===== config.mk =====
export PLATFORM = sky130hd
export DESIGN_NAME = rcg_receiver_ctrl
export DESIGN_NICKNAME = d
export VERILOG_FILES = /design/src/design/rcg_pkg.sv /design/src/design/rcg_pulse_gen.sv /design/src/design/rcg_pin_mux.sv /design/src/design/rcg_receiver_ctrl.sv
export SDC_FILE = /design/constraint.sdc
export NUM_CORES = 1
export LEC_CHECK = 0
export ABC_AREA = 1
export BUFFER_PORTS_ARGS = -buffer_cell sky130_fd_sc_hd__buf_2
export CORE_UTILIZATION = 56
export DETAILED_ROUTE_END_ITERATION = 12
export HOLD_SLACK_MARGIN = 0.02
export PLACE_DENSITY_LB_ADDON = 0.25
export SLEW_MARGIN = 20
export SYNTH_ARGS = -nofsm -noshare
export SYNTH_HDL_FRONTEND = slang
export SYNTH_SLANG_ARGS = --single-unit

===== constraint.sdc =====
create_clock -name clk_sys -period 1.95 [get_ports clk_sys]
set_input_delay 0.2925 -clock clk_sys [delete_from_list [all_inputs] [get_ports clk_sys]]
set_output_delay 0.2925 -clock clk_sys [all_outputs]
set_load 0.005 [all_outputs]

===== src/design/rcg_pkg.sv =====
// Package for the receiver control port, GPIO and pulse-width logic.
// Assumes one 100 MHz system clock and byte-wide registers on 7-bit addresses.
package rcg_pkg;

    // ************************************************************
    // Register offsets
    // ************************************************************
    localparam logic [6:0] ADDR_STATUS = 7'h06;
    localparam logic [6:0] ADDR_REMOTE_IN = 7'h07;
    localparam logic [6:0] ADDR_TX_MODE = 7'h1A;
    localparam logic [6:0] ADDR_OUT_CTRL = 7'h41;
    localparam logic [6:0] ADDR_PULSE_EN = 7'h42;
    localparam logic [6:0] ADDR_PULSE_DUTY = 7'h43;
    localparam logic [6:0] ADDR_INT_STATUS = 7'h4E;
    localparam logic [6:0] ADDR_COMMIT = 7'h4F;

    // ************************************************************
    // Field positions, masks and values
    // ************************************************************
    localparam int STA_EXEC_BIT = 7;
    localparam int STA_GPIO_BIT = 6;
    localparam int TRANSMITTER_MODE_REG_MIRROR_BIT = 3;
    localparam int OUT_HD3_BIT = 7;
    localparam int OUT_HD1_BIT = 5;
    localparam logic [7:0] OUT_MBZ_MASK = 8'h50;
    localparam logic [7:0] IN_MASK = 8'h0F;
    localparam logic [7:0] COMMIT_GO = 8'h01;
    localparam logic [7:0] RESET_BYTE = 8'h00;
    localparam logic [1:0] PULSE_ON = 2'h3;

    // ************************************************************
    // Pulse timing: 16 MHz reference derived from the system clock
    // ************************************************************
    localparam logic [6:0] REF_CLK_MHZ = 7'h10;
    localparam logic [6:0] SYS_CLK_MHZ = 7'h64;
    localparam logic [7:0] PULSE_LAST = 8'hFE;

    // ************************************************************
    // Types
    // ************************************************************
    typedef enum logic [2:0] {
        MODE_SPI = 3'h1,
        MODE_TWI = 3'h2,
        MODE_GPIO = 3'h4
    } rcg_mode_e;

    typedef struct packed {
        logic wr;
        logic rd;
        logic [6:0] addr;
        logic [7:0] data;
    } rcg_req_s;

    typedef struct packed {
        logic valid;
        logic gpioMode;
        logic [7:0] outCtrl;
        logic [7:0] pulseEn;
        logic [7:0] pulseDuty;
    } rcg_cfg_s;

    typedef struct packed {
        logic misoData;
        logic sdaLow;
        logic sclLow;
    } rcg_slv_s;

    // Write hit on one register address
    function automatic logic wrHit(input rcg_req_s req, input logic [6:0] addr);
        return req.wr && (req.addr == addr);
    endfunction

endpackage


===== src/design/rcg_pulse_gen.sv =====
// Pulse-width generator for output 3.
// Assumes settings are held stable by the register file between local writes, commits and config loads.
`timescale 1ns/1ns
module rcg_pulse_gen (
    input wire logic clk_sys,
    input wire logic rst_n,
    input wire logic [1:0] enSel,
    input wire logic [5:0] rate,
    input wire logic [7:0] duty,
    output logic pulseOut
);
    logic [6:0] acc_q;
    logic [7:0] accSum;
    logic refTick;
    logic [5:0] pre_q;
    logic [7:0] cnt_q;
    logic running;

    // Fractional divider: 16 ticks per 100 clocks, jitter of one clock accepted
    assign running = (enSel == rcg_pkg::PULSE_ON);
    assign accSum = {1'b0, acc_q} + {1'b0, rcg_pkg::REF_CLK_MHZ};
    assign refTick = accSum >= {1'b0, rcg_pkg::SYS_CLK_MHZ};

    always_ff @(posedge clk_sys) begin
        if (!rst_n || !running) begin
            acc_q <= 7'h00;
        end else if (refTick) begin
            acc_q <= 7'(accSum - {1'b0, rcg_pkg::SYS_CLK_MHZ});
        end else begin
            acc_q <= accSum[6:0];
        end
    end

    // Prescaler stretches each count to 1 + rate reference ticks
    always_ff @(posedge clk_sys) begin
        if (!rst_n || !running) begin
            pre_q <= 6'h00;
            cnt_q <= 8'h00;
        end else if (refTick) begin
            if (pre_q == rate) begin
                pre_q <= 6'h00;
                cnt_q <= (cnt_q == rcg_pkg::PULSE_LAST) ? 8'h00 : cnt_q + 8'h01;
            end else begin
                pre_q <= pre_q + 6'h01;
            end
        end
    end

    // High for duty counts of each 255-count period
    always_ff @(posedge clk_sys) begin
        if (!rst_n) begin
            pulseOut <= 1'b0;
        end else begin
            pulseOut <= running && (cnt_q < duty);
        end
    end
endmodule


===== src/design/rcg_pin_mux.sv =====
// Pin function selector: serial slave pins or GPIO pins.
// Assumes the serial slave engine outside reads the pin inputs directly.
`timescale 1ns/1ns
module rcg_pin_mux (
    input wire logic clk_sys,
    input wire logic rst_n,
    input wire logic gpioMode,
    input wire logic pin1In,
    input wire logic [3:0] doBits,
    input wire logic [1:0] hiDriveReq,
    input wire logic irqLevel,
    input wire rcg_pkg::rcg_slv_s slv,
    output rcg_pkg::rcg_mode_e mode,
    output logic pin1Out,
    output logic pin1Oe,
    output logic pin2Out,
    output logic pin2Oe,
    output logic pin3Out,
    output logic pin3Oe,
    output logic pin36Out,
    output logic [1:0] hiDrive
);
    // Configuration bit first, then the select pin picks the serial flavour
    always_comb begin
        if (gpioMode) begin
            mode = rcg_pkg::MODE_GPIO;
        end else if (pin1In) begin
            mode = rcg_pkg::MODE_TWI;
        end else begin
            mode = rcg_pkg::MODE_SPI;
        end
    end

    // Registered pin drive; GPIO values never reach pins in slave mode
    always_ff @(posedge clk_sys) begin
        if (!rst_n) begin
            pin1Out <= 1'b0;
            pin1Oe <= 1'b0;
            pin2Out <= 1'b0;
            pin2Oe <= 1'b0;
            pin3Out <= 1'b0;
            pin3Oe <= 1'b0;
            pin36Out <= 1'b0;
            hiDrive <= 2'h0;
        end else begin
            case (mode)
                rcg_pkg::MODE_GPIO: begin
                    pin1Out <= doBits[2];
                    pin1Oe <= 1'b1;
                    pin2Out <= doBits[1];
                    pin2Oe <= 1'b1;
                    pin3Out <= doBits[0];
                    pin3Oe <= 1'b1;
                    pin36Out <= doBits[3];
                    hiDrive <= hiDriveReq;
                end
                rcg_pkg::MODE_TWI: begin
                    // Open drain: only ever pull low
                    pin1Out <= 1'b0;
                    pin1Oe <= 1'b0;
                    pin2Out <= 1'b0;
                    pin2Oe <= slv.sdaLow;
                    pin3Out <= 1'b0;
                    pin3Oe <= slv.sclLow;
                    pin36Out <= irqLevel;
                    hiDrive <= 2'h0;
                end
                default: begin
                    pin1Out <= 1'b0;
                    pin1Oe <= 1'b0;
                    pin2Out <= slv.misoData;
                    pin2Oe <= 1'b1;
                    pin3Out <= 1'b0;
                    pin3Oe <= 1'b0;
                    pin36Out <= irqLevel;
                    hiDrive <= 2'h0;
                end
            endcase
        end
    end
endmodule


===== src/design/rcg_receiver_ctrl.sv =====
// Receiver control-port selection, GPIO registers and pulse output.
// Assumes the serial slave engine and the control channel deliver decoded
// byte requests, one per cycle, synchronous to clk_sys.
`timescale 1ns/1ns
module rcg_receiver_ctrl (
    input wire logic clk_sys,
    input wire logic rst_n,
    input wire rcg_pkg::rcg_req_s localReq,
    output logic [7:0] localRdata,
    input wire rcg_pkg::rcg_req_s remoteReq,
    input wire rcg_pkg::rcg_cfg_s cfgLoad,
    input wire logic linkUp,
    input wire logic execOk,
    input wire logic [7:0] intEvents,
    input wire logic [2:0] txPinLevels,
    input wire logic masterBusActive,
    input wire logic [2:0] masterBusEn,
    input wire rcg_pkg::rcg_slv_s slaveDrive,
    input wire logic pin1In,
    input wire logic pin4In,
    input wire logic pin6In,
    input wire logic [1:0] inLowPins,
    output logic pin1Out,
    output logic pin1Oe,
    output logic pin2Out,
    output logic pin2Oe,
    output logic pin3Out,
    output logic pin3Oe,
    output logic pin36Out,
    output logic [1:0] hiDrive,
    output logic spiActive,
    output logic twoWireActive,
    output logic [7:0] remoteInputLevels
);
    // ************************************************************
    // Register state
    // ************************************************************
    logic gpioMode_q;
    logic [7:0] remoteIn_q;
    logic [7:0] outCtrl_q;
    logic [7:0] pulseEn_q;
    logic [7:0] pulseDuty_q;
    logic [7:0] outStage_q;
    logic [7:0] enStage_q;
    logic [7:0] dutyStage_q;
    logic mirror_q;
    logic [7:0] intStatus_q;
    logic remCommit;
    logic pulseOn;
    logic pulseOut;
    logic [2:0] lowBits;
    logic [3:0] doBits;
    logic [3:0] inPins;
    logic [7:0] readData;
    rcg_pkg::rcg_mode_e mode;

    assign remCommit = rcg_pkg::wrHit(remoteReq, rcg_pkg::ADDR_COMMIT)
        && remoteReq.data == rcg_pkg::COMMIT_GO;
    assign inPins = {pin4In, pin6In, inLowPins};
    assign remoteInputLevels = remoteIn_q;

    // ************************************************************
    // Interface choice bit
    // ************************************************************
    // Only local sources may change it; remote writes are dropped
    always_ff @(posedge clk_sys) begin
        if (!rst_n) begin
            gpioMode_q <= 1'b0;
        end else if (rcg_pkg::wrHit(localReq, rcg_pkg::ADDR_STATUS)) begin
            gpioMode_q <= localReq.data[rcg_pkg::STA_GPIO_BIT];
        end else if (cfgLoad.valid) begin
            gpioMode_q <= cfgLoad.gpioMode;
        end
    end

    // ************************************************************
    // Remote input level register
    // ************************************************************
    // Pins feed it in GPIO mode; in slave mode the MCU may emulate them
    always_ff @(posedge clk_sys) begin
        if (!rst_n) begin
            remoteIn_q <= rcg_pkg::RESET_BYTE;
        end else if (gpioMode_q) begin
            remoteIn_q <= {4'h0, inPins};
        end else if (rcg_pkg::wrHit(localReq, rcg_pkg::ADDR_REMOTE_IN)) begin
            remoteIn_q <= localReq.data & rcg_pkg::IN_MASK;
        end
    end

    // ************************************************************
    // Staging of values sent over the control channel; the mirror bit applies at once
    // ************************************************************
    always_ff @(posedge clk_sys) begin
        if (!rst_n) begin
            outStage_q <= rcg_pkg::RESET_BYTE;
            enStage_q <= rcg_pkg::RESET_BYTE;
            dutyStage_q <= rcg_pkg::RESET_BYTE;
            mirror_q <= 1'b0;
        end else begin
            if (rcg_pkg::wrHit(remoteReq, rcg_pkg::ADDR_OUT_CTRL)) begin
                outStage_q <= remoteReq.data & ~rcg_pkg::OUT_MBZ_MASK;
            end
            if (rcg_pkg::wrHit(remoteReq, rcg_pkg::ADDR_PULSE_EN)) begin
                enStage_q <= remoteReq.data;
            end
            if (rcg_pkg::wrHit(remoteReq, rcg_pkg::ADDR_PULSE_DUTY)) begin
                dutyStage_q <= remoteReq.data;
            end
            if (rcg_pkg::wrHit(remoteReq, rcg_pkg::ADDR_TX_MODE)) begin
                mirror_q <= remoteReq.data[rcg_pkg::TRANSMITTER_MODE_REG_MIRROR_BIT];
            end
        end
    end

    // ************************************************************
    // Live output and pulse registers
    // ************************************************************
    // Local write wins a same-cycle commit; staging keeps the remote value
    always_ff @(posedge clk_sys) begin
        if (!rst_n) begin
            outCtrl_q <= rcg_pkg::RESET_BYTE;
        end else if (rcg_pkg::wrHit(localReq, rcg_pkg::ADDR_OUT_CTRL)) begin
            outCtrl_q <= localReq.data & ~rcg_pkg::OUT_MBZ_MASK;
        end else if (remCommit) begin
            outCtrl_q <= outStage_q;
        end else if (cfgLoad.valid) begin
            outCtrl_q <= cfgLoad.outCtrl & ~rcg_pkg::OUT_MBZ_MASK;
        end
    end

    always_ff @(posedge clk_sys) begin
        if (!rst_n) begin
            pulseEn_q <= rcg_pkg::RESET_BYTE;
            pulseDuty_q <= rcg_pkg::RESET_BYTE;
        end else begin
            if (rcg_pkg::wrHit(localReq, rcg_pkg::ADDR_PULSE_EN)) begin
                pulseEn_q <= localReq.data;
            end else if (remCommit) begin
                pulseEn_q <= enStage_q;
            end else if (cfgLoad.valid) begin
                pulseEn_q <= cfgLoad.pulseEn;
            end
            if (rcg_pkg::wrHit(localReq, rcg_pkg::ADDR_PULSE_DUTY)) begin
                pulseDuty_q <= localReq.data;
            end else if (remCommit) begin
                pulseDuty_q <= dutyStage_q;
            end else if (cfgLoad.valid) begin
                pulseDuty_q <= cfgLoad.pulseDuty;
            end
        end
    end

    // ************************************************************
    // Local interrupt status copy
    // ************************************************************
    // Write one to clear; a new event in the clearing cycle still sets
    always_ff @(posedge clk_sys) begin
        if (!rst_n) begin
            intStatus_q <= rcg_pkg::RESET_BYTE;
        end else if (rcg_pkg::wrHit(localReq, rcg_pkg::ADDR_INT_STATUS)) begin
            intStatus_q <= (intStatus_q & ~localReq.data) | intEvents;
        end else begin
            intStatus_q <= intStatus_q | intEvents;
        end
    end

    // ************************************************************
    // Local read port
    // ************************************************************
    // Unmapped addresses read zero; no transmitter register is reachable
    always_comb begin
        if (localReq.addr == rcg_pkg::ADDR_STATUS) begin
            readData = {execOk, gpioMode_q, 6'h00};
        end else if (localReq.addr == rcg_pkg::ADDR_REMOTE_IN) begin
            readData = remoteIn_q;
        end else if (localReq.addr == rcg_pkg::ADDR_OUT_CTRL) begin
            readData = outCtrl_q;
        end else if (localReq.addr == rcg_pkg::ADDR_PULSE_EN) begin
            readData = pulseEn_q;
        end else if (localReq.addr == rcg_pkg::ADDR_PULSE_DUTY) begin
            readData = pulseDuty_q;
        end else if (localReq.addr == rcg_pkg::ADDR_INT_STATUS) begin
            readData = intStatus_q;
        end else begin
            readData = rcg_pkg::RESET_BYTE;
        end
    end

    always_ff @(posedge clk_sys) begin
        if (!rst_n) begin
            localRdata <= rcg_pkg::RESET_BYTE;
        end else if (localReq.rd) begin
            localRdata <= readData;
        end
    end

    // ************************************************************
    // Output selection
    // ************************************************************
    // Bus enables beat the mirror, which beats plain register data
    assign pulseOn = (pulseEn_q[7:6] == rcg_pkg::PULSE_ON);
    assign lowBits = masterBusActive ? masterBusEn
        : (mirror_q ? txPinLevels : outCtrl_q[2:0]);
    assign doBits = linkUp ? {pulseOn ? pulseOut : outCtrl_q[3], lowBits}
        : 4'h0;

    rcg_pulse_gen u_pulse (
        .clk_sys(clk_sys),
        .rst_n(rst_n),
        .enSel(pulseEn_q[7:6]),
        .rate(pulseEn_q[5:0]),
        .duty(pulseDuty_q),
        .pulseOut(pulseOut)
    );

    rcg_pin_mux u_pins (
        .clk_sys(clk_sys),
        .rst_n(rst_n),
        .gpioMode(gpioMode_q),
        .pin1In(pin1In),
        .doBits(doBits),
        .hiDriveReq({outCtrl_q[rcg_pkg::OUT_HD3_BIT] & linkUp,
            outCtrl_q[rcg_pkg::OUT_HD1_BIT] & linkUp}),
        .irqLevel(|intStatus_q),
        .slv(slaveDrive),
        .mode(mode),
        .pin1Out(pin1Out),
        .pin1Oe(pin1Oe),
        .pin2Out(pin2Out),
        .pin2Oe(pin2Oe),
        .pin3Out(pin3Out),
        .pin3Oe(pin3Oe),
        .pin36Out(pin36Out),
        .hiDrive(hiDrive)
    );

    assign spiActive = (mode == rcg_pkg::MODE_SPI);
    assign twoWireActive = (mode == rcg_pkg::MODE_TWI);
endmodule


==> results.md <==
* Status: completed
* Top Family by Delay on Critical Path: simple AND/OR/NAND/NOR gates
* R2r startpoint: u_pulse.acc_q[4]
* Synthesized area at 5585 µm²
* Antenna-violating nets left at 0
* Synth warn at 0
* Pwr per Cell Area at 625.0 nW/µm²
* Detailed Routing Iterations Pass 1 at 5
* CTS Root Buffer Type: clkbuf_8
* Most frequent cells in the layout: nand2_1, buf_2, dfxtp_1
* Cell Chain, Critical Path: inv_1 -> ha_1 -> inv_1 -> nand2_1 -> o21ai_1 -> nand2_4 -> nand2_4 -> nand2_1 -> a21oi_1
* H-tree levels at 3
* P_leak at 3.009 nW
* Antenna Cells at 0
* Global-route wire length before repair at 23.25 mm
* Final setup margin at 0.1652 ns
* Number of library cell types mapped by synthesis at 40
* Buffers on Ports at 106
* Drt wl/cell at 13.26 µm
* Horiz. Die Dim at 101.9 µm
* Post-Syn Instances at 851
* Ys async rst share at 0%
* Worst min path class: input pin to register
* FP Rows at 36
* Fin area at 6492 µm²
* Starting Density at 57.41%
* Final setup viols at 0
* Hold wc startpoint: intEvents[7]
* Peak VDD IR at 334.7 µV
* Ratio of cells with drive above 1 in the final layout at 19.52%
* Reg2reg end: u_pulse.pre_q[0]
* I/O pin cnt at 114
* Seq/Total Area, Yosys at 34.05%
* Vias in the first global route at 5,016
* Number of synthesized flops with an enable pin at 0
* Layout Skew at 0.01332 ns
* Slowest CP cell: dfxtp_1
* Max Cap Violations at 0
* Syn Area/Cell at 6.563 µm²
* Post-DP HPWL at 10.89 mm
* TritonCTS Buffers at 9
* Routed vias/inst at 5.166
* DP Area at 6241 µm²
* Slew Limit Fails at 0
* TritonCTS clock tree: done
* Hold_buf cts at 0
* Total GRT Usage at 28.69%
* Power Total at 0.004058 W
* Kind of critical path: register to register
* Final wirelength at 14.47 mm
* Worst path max stage delay at 0.45 ns
* Die height at 101.9 µm
* Clock latency on the worst-skew pair at 0.37 ns
* Area of the die at 10,380 µm²
* Via count at 5,636
* Place WS at 0.1680 ns
* F_max at 560.3 MHz
* Clock-pin slew on the worst setup and hold paths at 0.10 ns
* DRC viols at 0
* Layout net count at 1,055
* GR Overflow Total at 0
* Fin crit period at 1.785 ns
* Maximum buffer depth of the clock tree at 2
* Commonest non-fill, non-tap cell in the layout: nand2_1
* Core ar. at 9729 µm²
* Final TNS setup at 0 ns
* Req. time, crit path at 2.25 ns
* Largest net degree at the start of global routing at 24
* Fin crit share at 91.53%
* Commonest register cell after synthesis: dfxtp_1
* Reg2Reg Setup Slack at 0.17 ns
* Sink Count at 95
* Initial drt markers at 281
* Seq cells post-synth at 95
* Count of buffer and inverter cells on the critical path at 2
* R2R cell count at 9
* Initial antenna violation count at 0
* Crit path launch type: register
* Worst Path Arrival at 2.08 ns
* Placer Congestion at 0.9220
* Final Hold Viols at 0
* Min-Delay Endpoint: intStatus_q[7]
* Largest fanout on the critical path at 13
* RSZ-0062 raised after global routing: false
* CP Capture Type: register
* Hold depth at 3
* P&R area growth vs syn at 16.24%
-- per-stage QoR --
step | instances | util, % | hold slack, ns
final | 1091 | 66.73 | 0.1242
after global routing | 1091 | 66.73 | 0.1271
after CTS | 1091 | 66.63 | 0.1226
after detailed placement | 1075 | 64.15 | 0.4552
after global placement | 1075 | 64.15 | 0.4520
after floorplan | 854 | - | 0.3950
-- registers in the layout (all words and copies together), names as in the netlist, 8 cells and up --
| register | flops |
|---|---|
| u_pulse.cnt_q | 8 |
| dutyStage_q | 8 |
| enStage_q | 8 |
| pulseEn_q | 8 |
| localRdata | 8 |
| intStatus_q | 8 |
| pulseDuty_q | 8 |
-- how the worst max path moves through the flow --
stage                      from                to  slack (ns)  cells past startpoint
2_1_floorplan  u_pulse.acc_q[4]  u_pulse.acc_q[3]        0.47                      9
5_1_grt        u_pulse.acc_q[4]  u_pulse.cnt_q[6]       0.006                      8
6_report       u_pulse.acc_q[4]  u_pulse.pre_q[0]        0.17                      9
3_5_place_dp   u_pulse.acc_q[4]  u_pulse.pre_q[0]        0.17                      9
3_3_place_gp   u_pulse.acc_q[4]  u_pulse.pre_q[3]        0.21                      9
4_1_cts        u_pulse.acc_q[4]  u_pulse.pre_q[0]        0.12                      9
-- tightest hold or removal path, delay by kind of cell --
| family | cells | cell delay [ns] |
|---|---|---|
| AO/OA/AOI/OAI | 1 | 0.03 |
| buffers and inverters | 1 | 0.08 |
| AND/OR/NAND/NOR | 1 | 0.07 |
-- layer usage --
layer  routed length [µm]  up-vias  track usage, %  part of all wire, %
li1                     -     2934               -                    -
met1                 6572     2503           36.84                   45
met2                 6707      168           48.08                   46
met3                  844       31           5.062                  5.8
met4                  344        0           11.21                  2.4
met5                    0        -               0                    0
-- cell families after synthesis --
family / synth area share, %
adder cells (fa/ha/maj): 3.360
buffers and inverters: 11.87
AO/OA/AOI/OAI: 17.09
AND/OR/NAND/NOR: 31.83
XOR/XNOR: 1.725
other: 0.06714
flip-flops: 34.05
-- Yosys cell counts, types with 2 or more instances --
library cell | number | share of area, %
nand3b_1 | 2 | 0.27
nor2_2 | 3 | 0.34
clkbuf_1 | 13 | 0.87
o21bai_1 | 22 | 3.0
o21ai_1 | 8 | 0.72
o21ai_0 | 42 | 3.8
nor2_4 | 4 | 0.81
a31oi_1 | 4 | 0.45
nor3_1 | 7 | 0.63
xnor2_1 | 5 | 0.78
a21oi_2 | 8 | 1.3
nor2_1 | 65 | 4.4
inv_1 | 84 | 5.6
nand3_2 | 5 | 0.90
nand3_1 | 62 | 5.6
nand3_4 | 2 | 0.63
a21oi_1 | 75 | 6.7
o31ai_1 | 2 | 0.27
clkinv_1 | 24 | 1.6
buf_6 | 2 | 0.40
nor3_2 | 2 | 0.36
nand2_2 | 5 | 0.56
nand4_1 | 25 | 2.8
ha_1 | 15 | 3.4
buf_4 | 7 | 0.94
nand2_1 | 216 | 15
o21a_1 | 2 | 0.27
buf_2 | 10 | 0.90
xor2_1 | 6 | 0.94
dfxtp_1 | 95 | 34
inv_2 | 20 | 1.3
-- cell type report --
cell class                 count  area [µm²]
clock buffer                  12       165.2
inverter                     129       485.5
fill                         980        3237
multi-input combinational    597        3042
sequential                    95        1902
timing repair buffer         121       655.6
tap                          133       166.4
clock inverter                 4       76.32
-- what timing repair did --
item                                    4_1_cts  5_1_grt
setup buffers                                 0        0
gates resized for setup                       0        2
endpoints found under the setup margin        0        8
-- power breakdown --
part,total [W],internal (W),switching (W),leakage [nW]
Combinational,0.000468,0.000187,0.000281,2.12
Sequential,0.00204,0.00200,0.0000410,0.775
Clock,0.00155,0.000830,0.000724,0.119
Total,0.00406,0.00301,0.00105,3.01
No activity file was read; power rests on OpenSTA's default activity.
